## src/kea_pkg.sv

```systemverilog
// Shared types, codes and timing counts of the keyless entry controller
package kea_pkg;

  // =====================================================
  // Clock and timing
  // =====================================================
  localparam int unsigned CLK_HZ = 40_000_000;
  localparam int unsigned TICK_MS = 100;
  localparam int unsigned TICK_CYCLES = CLK_HZ / 1000 * TICK_MS;
  localparam int unsigned RELOCK_MS = 30_000;
  localparam int unsigned LAMP_MS = 30_000;
  localparam int unsigned PANIC_MS = 27_000;
  localparam int unsigned WARN_MS = 27_000;
  localparam int unsigned UNLOCK_PULSE_MS = 500;
  localparam int unsigned LOCK_PULSE_MS = 500;
  localparam int unsigned FLASH_MS = 500;
  localparam int unsigned WASHER_MS = 10_000;
  localparam int unsigned KNOB_WAIT_MS = 1_000;
  localparam int unsigned RELOCK_TICKS = RELOCK_MS / TICK_MS;
  localparam int unsigned LAMP_TICKS = LAMP_MS / TICK_MS;
  localparam int unsigned PANIC_TICKS = PANIC_MS / TICK_MS;
  localparam int unsigned WARN_TICKS = WARN_MS / TICK_MS;
  localparam int unsigned UNLOCK_TICKS = UNLOCK_PULSE_MS / TICK_MS;
  localparam int unsigned LOCK_TICKS = LOCK_PULSE_MS / TICK_MS;
  localparam int unsigned FLASH_TICKS = FLASH_MS / TICK_MS;
  localparam int unsigned WASHER_TICKS = WASHER_MS / TICK_MS;
  localparam int unsigned KNOB_TICKS = KNOB_WAIT_MS / TICK_MS;
  localparam int TW = 9;

  // =====================================================
  // Speed thresholds, km/h
  // =====================================================
  localparam logic [7:0] SPEED_AUTO_LOCK = 8'd50;
  localparam logic [7:0] SPEED_MOVING = 8'd3;
  localparam logic [7:0] SPEED_MAX = 8'd200;

  // =====================================================
  // Fault log bit positions (fault code number)
  // =====================================================
  localparam int FLT_LOCK_OUT = 5;
  localparam int FLT_UNLOCK_OUT = 6;
  localparam int FLT_CENTRAL_SW = 7;
  localparam int FLT_DRIVER_SW = 8;
  localparam int FLT_PASS_SW = 9;
  localparam int FLT_AUTO_LOCK = 10;
  localparam int FLT_SPEED_SIG = 13;
  localparam int FLT_SPEED_MAX = 15;
  localparam int FLT_CRASH_IN = 16;
  localparam int FLT_WASHER = 22;
  localparam int FLT_W = 23;

  localparam int KEY_SLOTS = 2;
  localparam int CODE_W = 32;

  // =====================================================
  // Types
  // =====================================================
  typedef enum logic [1:0] {
    CMD_NONE, CMD_LOCK, CMD_UNLOCK, CMD_PANIC
  } rf_cmd_t;

  typedef enum logic [2:0] {
    MODE_NORMAL, MODE_ARMED_READY, MODE_ARMED, MODE_WARNING,
    MODE_WARN_DONE, MODE_RELOCK_READY
  } alarm_mode_t;

  typedef struct packed {
    logic valid;
    logic [CODE_W-1:0] code;
    rf_cmd_t cmd;
  } rf_msg_t;

  typedef struct packed {
    logic any_open;
    logic any_locked;
    logic all_unlocked;
  } door_state_t;

endpackage : kea_pkg

```

## src/kea_controller.sv

```systemverilog
// Keyless entry receiver, alarm state machine and fault logger
// What this block does
// - Battery return restores mode: ready states to normal, armed, warning kept
// - Armed mode at battery return sounds horn and flashes as alarm
// - Unlock unused for 30 s relocks and arms
// - Panic command sounds the horn for about 27 seconds
// - Any remote command stops a sounding panic horn
// - Lock command locks the doors; arms only when no door is open
// - Unlock command unlocks doors and leaves armed mode
// - Unlock with lamp coupling lights front room lamp 30 s
// - Remote commands act only with ignition key removed
// - At most two paired codes, pairing only via tester
// - No command acts while code registration runs
// - Lock asserts output at once; doors closed arms, two flashes
// - Unlock drives the unlock relay for 0.5 seconds
// - Unlock flashes hazards once only when all locks read unlocked
// - Fault 10 when auto lock fails above 50 km/h, ignition on
// - Fault 05 or 06 when no knob follows lock or unlock relay
// - Faults 07, 08, 09 for switch locking with engine running
// - Fault 13 for speed over 3 km/h, ignition on, alternator low
// - Fault 15 history when speed exceeds 200 km/h
// - Fault 16 history on crash input with ignition off
// - Fault 22 history when washer switch active over 10 s
`timescale 1ns/10ps
module kea_controller
  import kea_pkg::*;
#(
  parameter int unsigned TICK_DIV = TICK_CYCLES
) (
  // Clock and reset
  input wire logic CORE_CLK_I,
  input wire logic RST_I,
  // Battery backed storage of the mode, restored after power return
  input wire logic BATT_RESTORE_I,
  input wire alarm_mode_t STORED_MODE_I,
  output alarm_mode_t MODE_O,
  // Radio receiver
  input wire rf_msg_t RF_MSG_I,
  // Diagnostic tester
  input wire logic TESTER_PAIR_I,
  input wire logic TESTER_SLOT_I,
  input wire logic TESTER_CLEAR_I,
  output logic PAIRING_O,
  // Vehicle inputs
  input wire logic IGNITION_SWITCH_I,
  input wire logic KEY_IN_I,
  input wire logic ENGINE_RUN_I,
  input wire logic ALTERNATOR_I,
  input wire logic [7:0] SPEED_I,
  input wire door_state_t DOORS_I,
  input wire logic ROOM_LAMP_COUPLE_I,
  input wire logic CENTRAL_SW_LOCK_I,
  input wire logic DRIVER_SW_LOCK_I,
  input wire logic PASS_SW_LOCK_I,
  input wire logic AUTO_LOCK_REQ_I,
  input wire logic CRASH_I,
  input wire logic WASHER_SW_I,
  // Actuators
  output logic LOCK_RELAY_O,
  output logic UNLOCK_RELAY_O,
  output logic HORN_O,
  output logic HAZARD_O,
  output logic ROOM_LAMP_O,
  // Fault log, bit n is fault code n
  output logic [FLT_W-1:0] FAULTS_O
);

  // =====================================================
  // Tick divider
  // =====================================================
  logic [31:0] div;
  logic tick;
  logic [3:0] beat;

  // Beat counts ticks so the warning cadence follows TICK_DIV
  always_ff @(posedge CORE_CLK_I or posedge RST_I) begin
    if (RST_I) begin
      div <= '0;
      tick <= 1'b0;
      beat <= 4'h0;
    end else begin
      tick <= (div == TICK_DIV - 1);
      div <= (div == TICK_DIV - 1) ? '0 : div + 32'd1;
      if (tick) begin
        beat <= (beat == 4'(2 * FLASH_TICKS - 1)) ? 4'h0 : beat + 4'h1;
      end
    end
  end

  // =====================================================
  // Pairing and command filtering
  // =====================================================
  logic [CODE_W-1:0] key_code [KEY_SLOTS];
  logic [KEY_SLOTS-1:0] key_valid;
  logic known;
  logic cmd_ok;
  logic is_lock;
  logic is_unlock;
  logic is_panic;

  // Pairing latches the next received code into the chosen slot
  always_ff @(posedge CORE_CLK_I or posedge RST_I) begin
    if (RST_I) begin
      PAIRING_O <= 1'b0;
      key_valid <= '0;
      key_code[0] <= '0;
      key_code[1] <= '0;
    end else if (TESTER_PAIR_I && !PAIRING_O) begin
      PAIRING_O <= 1'b1;
      key_valid[TESTER_SLOT_I] <= 1'b0;
    end else if (PAIRING_O && RF_MSG_I.valid) begin
      key_code[TESTER_SLOT_I] <= RF_MSG_I.code;
      key_valid[TESTER_SLOT_I] <= 1'b1;
      PAIRING_O <= 1'b0;
    end
  end

  assign known = (key_valid[0] && key_code[0] == RF_MSG_I.code) ||
                 (key_valid[1] && key_code[1] == RF_MSG_I.code);
  assign cmd_ok = RF_MSG_I.valid && known && !PAIRING_O && !KEY_IN_I;
  assign is_lock = cmd_ok && RF_MSG_I.cmd == CMD_LOCK;
  assign is_unlock = cmd_ok && RF_MSG_I.cmd == CMD_UNLOCK;
  assign is_panic = cmd_ok && RF_MSG_I.cmd == CMD_PANIC;

  // =====================================================
  // Timers
  // =====================================================
  logic relock_start, relock_run, relock_done;
  logic panic_run, warn_run, warn_done, lamp_run;
  logic lpulse_start, lpulse_run, upulse_run;
  logic flash_run, flash_done, washer_done, knob_done, wash_run;
  logic warn_start;
  logic [2:0] flash_left;
  logic any_cmd;
  logic knob_start;

  assign any_cmd = cmd_ok && RF_MSG_I.cmd != CMD_NONE;

  kea_timer u_relock (.clk_i(CORE_CLK_I), .rst_i(RST_I), .tick_i(tick),
    .start_i(relock_start),
    .stop_i(DOORS_I.any_open || KEY_IN_I || (any_cmd && !is_unlock)),
    .load_i(TW'(RELOCK_TICKS)), .run_o(relock_run),
    .done_o(relock_done));
  kea_timer u_panic (.clk_i(CORE_CLK_I), .rst_i(RST_I), .tick_i(tick),
    .start_i(is_panic && !panic_run),
    .stop_i(any_cmd && panic_run),
    .load_i(TW'(PANIC_TICKS)), .run_o(panic_run), .done_o());
  kea_timer u_warn (.clk_i(CORE_CLK_I), .rst_i(RST_I), .tick_i(tick),
    .start_i(warn_start), .stop_i(any_cmd),
    .load_i(TW'(WARN_TICKS)), .run_o(warn_run), .done_o(warn_done));
  kea_timer u_lamp (.clk_i(CORE_CLK_I), .rst_i(RST_I), .tick_i(tick),
    .start_i(is_unlock && ROOM_LAMP_COUPLE_I), .stop_i(is_lock),
    .load_i(TW'(LAMP_TICKS)), .run_o(lamp_run), .done_o());
  kea_timer u_lpulse (.clk_i(CORE_CLK_I), .rst_i(RST_I), .tick_i(tick),
    .start_i(lpulse_start), .stop_i(1'b0),
    .load_i(TW'(LOCK_TICKS)), .run_o(lpulse_run), .done_o());
  kea_timer u_upulse (.clk_i(CORE_CLK_I), .rst_i(RST_I), .tick_i(tick),
    .start_i(is_unlock && !lpulse_start), .stop_i(lpulse_start),
    .load_i(TW'(UNLOCK_TICKS)), .run_o(upulse_run), .done_o());
  kea_timer u_flash (.clk_i(CORE_CLK_I), .rst_i(RST_I), .tick_i(tick),
    .start_i(flash_left != 3'd0 && !flash_run && !flash_done),
    .stop_i(1'b0), .load_i(TW'(FLASH_TICKS)), .run_o(flash_run),
    .done_o(flash_done));
  kea_timer u_washer (.clk_i(CORE_CLK_I), .rst_i(RST_I), .tick_i(tick),
    .start_i(WASHER_SW_I && !wash_run), .stop_i(!WASHER_SW_I),
    .load_i(TW'(WASHER_TICKS)), .run_o(wash_run), .done_o(washer_done));
  kea_timer u_knob (.clk_i(CORE_CLK_I), .rst_i(RST_I), .tick_i(tick),
    .start_i(knob_start), .stop_i(1'b0),
    .load_i(TW'(KNOB_TICKS)), .run_o(), .done_o(knob_done));

  // =====================================================
  // Alarm mode machine
  // =====================================================
  logic restore_q;
  logic [1:0] arm_flash_req;
  logic unlock_check;

  always_ff @(posedge CORE_CLK_I or posedge RST_I) begin
    if (RST_I) begin
      MODE_O <= MODE_NORMAL;
      restore_q <= 1'b0;
      warn_start <= 1'b0;
      relock_start <= 1'b0;
      lpulse_start <= 1'b0;
      arm_flash_req <= 2'd0;
    end else begin
      restore_q <= BATT_RESTORE_I;
      warn_start <= 1'b0;
      relock_start <= 1'b0;
      lpulse_start <= 1'b0;
      arm_flash_req <= 2'd0;
      if (BATT_RESTORE_I && !restore_q) begin
        unique case (STORED_MODE_I)
          MODE_ARMED: begin
            MODE_O <= MODE_ARMED;
            warn_start <= 1'b1;
          end
          MODE_WARNING: begin
            MODE_O <= MODE_WARNING;
            warn_start <= 1'b1;
          end
          default: MODE_O <= MODE_NORMAL;
        endcase
      end else if (is_lock) begin
        lpulse_start <= 1'b1;
        if (!DOORS_I.any_open) begin
          MODE_O <= MODE_ARMED;
          arm_flash_req <= 2'd2;
        end else begin
          MODE_O <= MODE_ARMED_READY;
        end
      end else if (is_unlock) begin
        MODE_O <= MODE_RELOCK_READY;
        relock_start <= 1'b1;
      end else if (relock_done) begin
        lpulse_start <= 1'b1;
        MODE_O <= MODE_ARMED;
        arm_flash_req <= 2'd2;
      end else begin
        unique case (MODE_O)
          MODE_ARMED: begin
            if (ENGINE_RUN_I) begin
              MODE_O <= MODE_NORMAL;
            end else if (DOORS_I.any_open) begin
              MODE_O <= MODE_WARNING;
              warn_start <= 1'b1;
            end
          end
          MODE_WARNING: begin
            if (any_cmd) begin
              MODE_O <= MODE_NORMAL;
            end else if (warn_done) begin
              MODE_O <= MODE_WARN_DONE;
            end
          end
          MODE_ARMED_READY: begin
            if (KEY_IN_I || DOORS_I.all_unlocked) begin
              MODE_O <= MODE_NORMAL;
            end
          end
          MODE_RELOCK_READY: begin
            if (!relock_run && !relock_start) begin
              MODE_O <= MODE_NORMAL;
            end
          end
          default: ;
        endcase
      end
    end
  end

  // =====================================================
  // Outputs: relays, horn, hazards, lamp
  // =====================================================
  always_ff @(posedge CORE_CLK_I or posedge RST_I) begin
    if (RST_I) begin
      flash_left <= 3'd0;
      unlock_check <= 1'b0;
      LOCK_RELAY_O <= 1'b0;
      UNLOCK_RELAY_O <= 1'b0;
      HORN_O <= 1'b0;
      HAZARD_O <= 1'b0;
      ROOM_LAMP_O <= 1'b0;
    end else begin
      LOCK_RELAY_O <= lpulse_run || lpulse_start;
      UNLOCK_RELAY_O <= upulse_run;
      ROOM_LAMP_O <= lamp_run;
      // Warning: on for the first half of each one-second beat
      HORN_O <= panic_run || (warn_run && beat < 4'(FLASH_TICKS));
      HAZARD_O <= flash_run || (warn_run && beat < 4'(FLASH_TICKS));
      unlock_check <= is_unlock || (unlock_check && upulse_run);
      if (arm_flash_req != 2'd0) begin
        flash_left <= {1'b0, arm_flash_req};
      end else if (unlock_check && !upulse_run && DOORS_I.all_unlocked) begin
        flash_left <= 3'd1;
      end else if (flash_done && flash_left != 3'd0) begin
        flash_left <= flash_left - 3'd1;
      end
    end
  end

  // =====================================================
  // Fault log, kept until the tester clears it
  // =====================================================
  logic knob_lock, knob_unlock, knob_auto;
  logic [FLT_W-1:0] next_faults;

  assign knob_start = lpulse_start || (is_unlock && !lpulse_start) ||
                      AUTO_LOCK_REQ_I;

  always_ff @(posedge CORE_CLK_I or posedge RST_I) begin
    if (RST_I) begin
      knob_lock <= 1'b0;
      knob_unlock <= 1'b0;
      knob_auto <= 1'b0;
    end else if (knob_start) begin
      knob_lock <= lpulse_start;
      knob_unlock <= is_unlock && !lpulse_start;
      knob_auto <= AUTO_LOCK_REQ_I && IGNITION_SWITCH_I &&
                   SPEED_I > SPEED_AUTO_LOCK;
    end else if (knob_done) begin
      knob_lock <= 1'b0;
      knob_unlock <= 1'b0;
      knob_auto <= 1'b0;
    end
  end

  always_comb begin
    next_faults = '0;
    if (knob_done) begin
      next_faults[FLT_LOCK_OUT] = knob_lock && !DOORS_I.any_locked;
      next_faults[FLT_UNLOCK_OUT] = knob_unlock && DOORS_I.any_locked;
      next_faults[FLT_AUTO_LOCK] = knob_auto && DOORS_I.all_unlocked;
    end
    next_faults[FLT_CENTRAL_SW] = CENTRAL_SW_LOCK_I && ENGINE_RUN_I;
    next_faults[FLT_DRIVER_SW] = DRIVER_SW_LOCK_I && ENGINE_RUN_I;
    next_faults[FLT_PASS_SW] = PASS_SW_LOCK_I && ENGINE_RUN_I;
    next_faults[FLT_SPEED_SIG] = SPEED_I > SPEED_MOVING &&
                                 IGNITION_SWITCH_I && !ALTERNATOR_I;
    next_faults[FLT_SPEED_MAX] = SPEED_I > SPEED_MAX;
    next_faults[FLT_CRASH_IN] = CRASH_I && !IGNITION_SWITCH_I;
    next_faults[FLT_WASHER] = washer_done;
  end

  // A new fault in the clearing cycle still lands
  always_ff @(posedge CORE_CLK_I or posedge RST_I) begin
    if (RST_I) begin
      FAULTS_O <= '0;
    end else if (TESTER_CLEAR_I) begin
      FAULTS_O <= next_faults;
    end else begin
      FAULTS_O <= FAULTS_O | next_faults;
    end
  end

endmodule : kea_controller

```

## src/kea_timer.sv

```systemverilog
// Down-counting interval timer clocked by the slow tick enable
`timescale 1ns/10ps
module kea_timer
  import kea_pkg::*;
#(
  parameter int W = TW
) (
  // Clock and reset
  input wire logic clk_i,
  input wire logic rst_i,
  // Control
  input wire logic tick_i,
  input wire logic start_i,
  input wire logic stop_i,
  input wire logic [W-1:0] load_i,
  // Status
  output logic run_o,
  output logic done_o
);

  logic [W-1:0] count;

  always_ff @(posedge clk_i or posedge rst_i) begin
    if (rst_i) begin
      count <= '0;
      done_o <= 1'b0;
    end else begin
      done_o <= 1'b0;
      if (start_i) begin
        count <= load_i;
      end else if (stop_i) begin
        count <= '0;
      end else if (tick_i && count != '0) begin
        count <= count - 1'b1;
        done_o <= (count == W'(1));
      end
    end
  end

  assign run_o = (count != '0);

endmodule : kea_timer

```

## config.mk

```make
export PLATFORM = sky130hd
export DESIGN_NAME = kea_controller
export DESIGN_NICKNAME = d
export VERILOG_FILES = /design/src/kea_pkg.sv /design/src/kea_controller.sv /design/src/kea_timer.sv
export SDC_FILE = /design/constraint.sdc
export NUM_CORES = 1
export LEC_CHECK = 0
export ABC_AREA = 1
export BUFFER_PORTS_ARGS = -buffer_cell sky130_fd_sc_hd__buf_2
export CORE_MARGIN = 3
export CORE_UTILIZATION = 60
export DETAILED_ROUTE_END_ITERATION = 10
export GPL_ROUTABILITY_DRIVEN = 1
export PLACE_DENSITY = 0.77
export SETUP_SLACK_MARGIN = 0.2
export SLEW_MARGIN = 20
export SYNTH_ARGS = -nofsm -noshare
export SYNTH_HDL_FRONTEND = slang
export SYNTH_SLANG_ARGS = --single-unit
export TNS_END_PERCENT = 5
```

## constraint.sdc

```tcl
create_clock -name CORE_CLK_I -period 13.4 [get_ports CORE_CLK_I]
set_clock_uncertainty 0.1 [all_clocks]
set_input_delay 1.34 -clock CORE_CLK_I [delete_from_list [all_inputs] [get_ports CORE_CLK_I]]
set_output_delay 1.34 -clock CORE_CLK_I [all_outputs]
set_load 0.01 [all_outputs]
```

==> flow_results.xml <==
<?xml version="1.0" encoding="UTF-8"?>
<metrics>
  <group name="clocking">
    <metric name="clk-insertion-delay-late" unit="ns">0.52</metric>
    <metric name="total_setup_buffers_inserted_after_cts" unit="">0</metric>
    <metric name="clock_sink_count" unit="">220</metric>
    <metric name="clock_path_buffers" unit="">3</metric>
    <metric name="cts-buffers-inserted" unit="">25</metric>
    <metric name="cts_tree" unit="">built</metric>
    <metric name="cts-resized-gates" unit="">0</metric>
    <metric name="cts_max_level" unit="">1</metric>
    <metric name="cts.root.buffer_cell" unit="">sky130_fd_sc_hd__clkbuf_16</metric>
    <metric name="worst_setup_hold_path_clk_slew" unit="ns">0.06</metric>
    <metric name="holdBufCountCts" unit="">0</metric>
  </group>
  <group name="route">
    <metric name="vias" unit="">10332</metric>
    <metric name="firstDrtPassIters" unit="">6</metric>
    <metric name="avgRoutedWirePerCell" unit="um">13.68</metric>
    <metric name="number_of_remaining_drc_errors" unit="">0</metric>
    <metric name="route.final.wire_length" unit="um">26850</metric>
    <metric name="detail_routed_via_count_per_cell" unit="">5.266</metric>
    <metric name="ant_nets" unit="">0</metric>
    <metric name="detailedRoute.firstIterationViolations" unit="">784</metric>
  </group>
  <group name="timing">
    <metric name="timing_hold_violations_final" unit="">0</metric>
    <metric name="max_clock_freq" unit="GHz">0.3504</metric>
    <metric name="finalMaxSlewViolations" unit="">0</metric>
    <metric name="tns" unit="ns">0</metric>
    <metric name="max_slew_margin" unit="">0.4820</metric>
    <metric name="period_minus_slack" unit="ns">2.854</metric>
    <metric name="report.final.setup_viol" unit="">0</metric>
    <metric name="fin_crit_share" unit="">0.2129</metric>
    <metric name="rsz0062_at_grt" unit="">no</metric>
    <metric name="max_slew.worst_pin.slew" unit="ns">0.7770</metric>
  </group>
  <group name="global_route">
    <metric name="global_route.usage.total" unit="">0.2487</metric>
    <metric name="grt_first_pass_wirelength" unit="um">45250</metric>
    <metric name="vias_in_the_first_global_route" unit="">9547</metric>
    <metric name="antenna_found_initial" unit="">0</metric>
    <metric name="largest_net_degree_at_the_start_of_global_routing" unit="">116</metric>
    <metric name="overflow" unit="">0</metric>
  </group>
  <group name="pwr">
    <metric name="power_density" unit="nW/um^2">131.3</metric>
    <metric name="p_int" unit="mW">1.253</metric>
    <metric name="clkPwrFrac" unit="">0.379</metric>
    <metric name="power_switching_share" unit="">0.2921</metric>
    <metric name="pwr-share-comb" unit="">0.175</metric>
    <metric name="p_leak" unit="nW">6.942</metric>
    <metric name="netSwitchingPower" unit="uW">516.9</metric>
    <metric name="ir_worst_vdd" unit="uV">103.5</metric>
    <metric name="sequentialPowerShare" unit="">0.446</metric>
  </group>
  <group name="logic_synthesis">
    <metric name="yosysWarningCount" unit="">0</metric>
    <metric name="yosys.area_share.xor_xnor" unit="">0.05333</metric>
    <metric name="postSynth.topFlopCell" unit="">sky130_fd_sc_hd__dfrtp_1</metric>
    <metric name="seq_area_frac_synth" unit="">0.4592</metric>
    <metric name="cell_type_with_the_highest_aggregate_area_in_the_netlist" unit="">sky130_fd_sc_hd__dfrtp_1</metric>
    <metric name="synthMuxAreaShare" unit="">0</metric>
    <metric name="synthesis.area" unit="um^2">11990</metric>
    <metric name="synth_top_family_by_area" unit="">simple AND/OR/NAND/NOR gates</metric>
    <metric name="synth_cells" unit="">1586</metric>
    <metric name="asyncSetResetFlopFracSynth" unit="">1.000</metric>
    <metric name="postSynthAreaPerCell" unit="um^2">7.559</metric>
    <metric name="synth_edf_count" unit="">0</metric>
    <metric name="postSynthRegisterBits" unit="">220</metric>
    <metric name="synth_simple_gate_area_frac" unit="">0.2891</metric>
    <metric name="synthDistinctLibCells" unit="">49</metric>
    <metric name="synth_top_cells_by_area" unit="">sky130_fd_sc_hd__dfrtp_1 46%, sky130_fd_sc_hd__nand2_1 13%, sky130_fd_sc_hd__inv_1 7.7%</metric>
    <metric name="netlist.area_leader.share" unit="">0.4592</metric>
    <metric name="post_synth_fa_ha_maj_area_fraction" unit="">0.01774</metric>
    <metric name="synth_compound_area_frac" unit="">0.08714</metric>
  </group>
  <group name="cells_and_area">
    <metric name="final_common_cell" unit="">sky130_fd_sc_hd__nand2_1</metric>
    <metric name="layout-drive-gt1-share" unit="">0.1002</metric>
    <metric name="finish.net_count" unit="">1763</metric>
    <metric name="layout.filler_cells" unit="">1658</metric>
    <metric name="layout-area-overhead-vs-synth" unit="%">12.40</metric>
    <metric name="antennaDiodeCount" unit="">0</metric>
    <metric name="layout_common_cells" unit="">420 x sky130_fd_sc_hd__nand2_1, 244 x sky130_fd_sc_hd__inv_1, 220 x sky130_fd_sc_hd__dfrtp_1</metric>
    <metric name="stdcell_count" unit="">1962</metric>
  </group>
  <group name="floorplan">
    <metric name="rows" unit="">51</metric>
    <metric name="die_h" unit="um">147.4</metric>
    <metric name="num_io_pins" unit="">98</metric>
    <metric name="dieArea" unit="um^2">21710</metric>
    <metric name="core" unit="um^2">19530</metric>
    <metric name="die_w" unit="um">147.4</metric>
    <metric name="initial_utilization" unit="">0.6140</metric>
  </group>
  <group name="hold_path">
    <metric name="timing.hold.worst.class" unit="">reg2reg</metric>
  </group>
  <group name="critical_path">
    <metric name="critPathArrivalTime" unit="ns">3.15</metric>
    <metric name="crit_path_top_delay_cell" unit="">sky130_fd_sc_hd__nor3_1</metric>
    <metric name="critPathCaptureType" unit="">flop</metric>
    <metric name="worst-setup-path-type" unit="">in2reg</metric>
    <metric name="worst-endpoint-required" unit="ns">13.69</metric>
    <metric name="crit_path_start_kind" unit="">input port</metric>
    <metric name="critical_path_peak_fanout" unit="">7</metric>
    <metric name="ordered_cell_list_for_the_critical_path" unit="">buf_2 -&gt; inv_1 -&gt; nand2_1 -&gt; nand2_1 -&gt; nor2_1 -&gt; nand2_1 -&gt; nor3_1 -&gt; nand3_1 -&gt; nand2_1 -&gt; nand2_1 -&gt; inv_2 -&gt; nand2_1 -&gt; nand2_1 -&gt; inv_2 -&gt; nand3_1 -&gt; o21ai_0</metric>
    <metric name="critPathMostFrequentCell" unit="">sky130_fd_sc_hd__nand2_1</metric>
    <metric name="slowest_delay" unit="ns">0.22</metric>
  </group>
  <group name="placed_design">
    <metric name="cell_count_after_placement" unit="">1918</metric>
    <metric name="gp_congestion" unit="">0.9570</metric>
    <metric name="port-buffer-count" unit="">84</metric>
    <metric name="detailedPlacementHpwl" unit="um">19780</metric>
  </group>
  <group name="flow_run">
    <metric name="maxCapViolations" unit="">0</metric>
  </group>
  <group name="run_status">
    <metric name="status" unit="">completed</metric>
  </group>
</metrics>
-- synth_stat cells (4+ instances only) --
cell type / count
sky130_fd_sc_hd__a211oi_1: 5
sky130_fd_sc_hd__a21oi_1: 38
sky130_fd_sc_hd__a31oi_1: 11
sky130_fd_sc_hd__buf_4: 13
sky130_fd_sc_hd__clkbuf_1: 18
sky130_fd_sc_hd__dfrtp_1: 220
sky130_fd_sc_hd__ha_1: 17
sky130_fd_sc_hd__inv_1: 245
sky130_fd_sc_hd__inv_2: 6
sky130_fd_sc_hd__nand2_1: 420
sky130_fd_sc_hd__nand2_2: 6
sky130_fd_sc_hd__nand3_1: 69
sky130_fd_sc_hd__nand3_2: 4
sky130_fd_sc_hd__nand3b_1: 5
sky130_fd_sc_hd__nand4_1: 33
sky130_fd_sc_hd__nor2_1: 179
sky130_fd_sc_hd__nor2_2: 6
sky130_fd_sc_hd__nor2_4: 4
sky130_fd_sc_hd__nor3_1: 37
sky130_fd_sc_hd__nor4_1: 14
sky130_fd_sc_hd__o21ai_0: 114
sky130_fd_sc_hd__o22ai_1: 5
sky130_fd_sc_hd__o31ai_1: 4
sky130_fd_sc_hd__or2_2: 4
sky130_fd_sc_hd__xnor2_1: 38
sky130_fd_sc_hd__xor2_1: 35
-- cell type report --
cell class	count	area, um^2	share of cell area
clock buffers	36	716.9	0.05320
clock inverters	8	100.1	0.007428
inverters	251	949.7	0.07047
multi-input cells	1094	5421	0.4023
flip-flops and latches	220	5505	0.4085
well taps	265	331.6	0.02461
repair buffers	88	450.4	0.03343
-- per-stage QoR --
| stage | hold WS, ns | worst slack (ns) | power [mW] | area [um^2] | util |
|---|---|---|---|---|---|
| after global routing | 0.3812 | 10.36 | 1.871 | 13480 | 0.6901 |
| final | 0.3433 | 10.55 | 1.770 | 13480 | 0.6901 |
| after detailed placement | 0.3338 | 10.05 | 1.106 | 12660 | 0.6483 |
| after global placement | 0.3257 | 10.12 | 1.097 | 12660 | 0.6483 |
| after floorplan | 0.3174 | 5.939 | 1.013 | 12030 | - |
| after CTS | 0.3464 | 10.60 | 1.785 | 13480 | 0.6901 |
-- critical path: cells and delay by family --
family                 cells  cell delay (ns)
AND/OR/NAND/NOR           11             1.35
buffers and inverters      4             0.39
AO/OA/AOI/OAI              1             0.08
-- flip-flops by register name, indices dropped and copies added, names as in the netlist, 2 cells and up --
name	count
key_code	64
u_warn.count	9
div	32
u_lamp.count	9
u_washer.count	9
FAULTS_O	10
beat	4
u_lpulse.count	9
u_knob.count	9
u_panic.count	9
u_relock.count	9
u_flash.count	9
key_valid	2
flash_left	3
MODE_O	3
u_upulse.count	9
-- logic make-up after synthesis --
kind of cell / count (synthesis)
compound gates: 191
xor+xnor: 73
fa+ha+maj: 17
buf+inv: 284
flops: 220
other cells: 1
simple gates: 800
-- worst paths after layout --
| path | start | end | slack, ns | cells past startpoint |
|---|---|---|---|---|
| min | u_washer.done_o$_DFF_PP0_ | FAULTS_O[22]$_DFF_PP0_ | 0.34 | 1 |
| max reg2reg | tick$_DFF_PP0_ | u_warn.count[5]$_DFFE_PP0P_ | 10.80 | 6 |
| max | RF_MSG_I[32] | u_relock.count[4]$_DFFE_PP0P_ | 10.55 | 16 |
| max in group asynchronous | RST_I | key_code[39]$_DFFE_PP0P_ | 11.11 | 3 |
| min in group asynchronous | RST_I | key_code[48]$_DFFE_PP0P_ | 0.89 | 2 |
| min reg2reg | u_washer.done_o$_DFF_PP0_ | FAULTS_O[22]$_DFF_PP0_ | 0.34 | 1 |
-- per-layer routing --
| metal | GRT usage | up-vias | share of wire |
|---|---|---|---|
| li1 | - | 5194 | - |
| met1 | 0.3642 | 4797 | 0.46 |
| met5 | 0 | - | 0 |
| met3 | 0.03331 | 53 | 0.058 |
| met2 | 0.3931 | 288 | 0.45 |
| met4 | 0.06990 | 0 | 0.025 |
-- power groups by stage --
stage          sequential [mW]  combinational, mW  clock (mW)
3_5_place_dp             0.798              0.308           0
6_report                 0.789              0.310       0.671
3_3_place_gp             0.797              0.300           0
5_1_grt                  0.798              0.358       0.715
4_1_cts                  0.788              0.309       0.688
2_1_floorplan            0.787              0.226           0
Note: power is estimated with default switching activity, not from simulation.
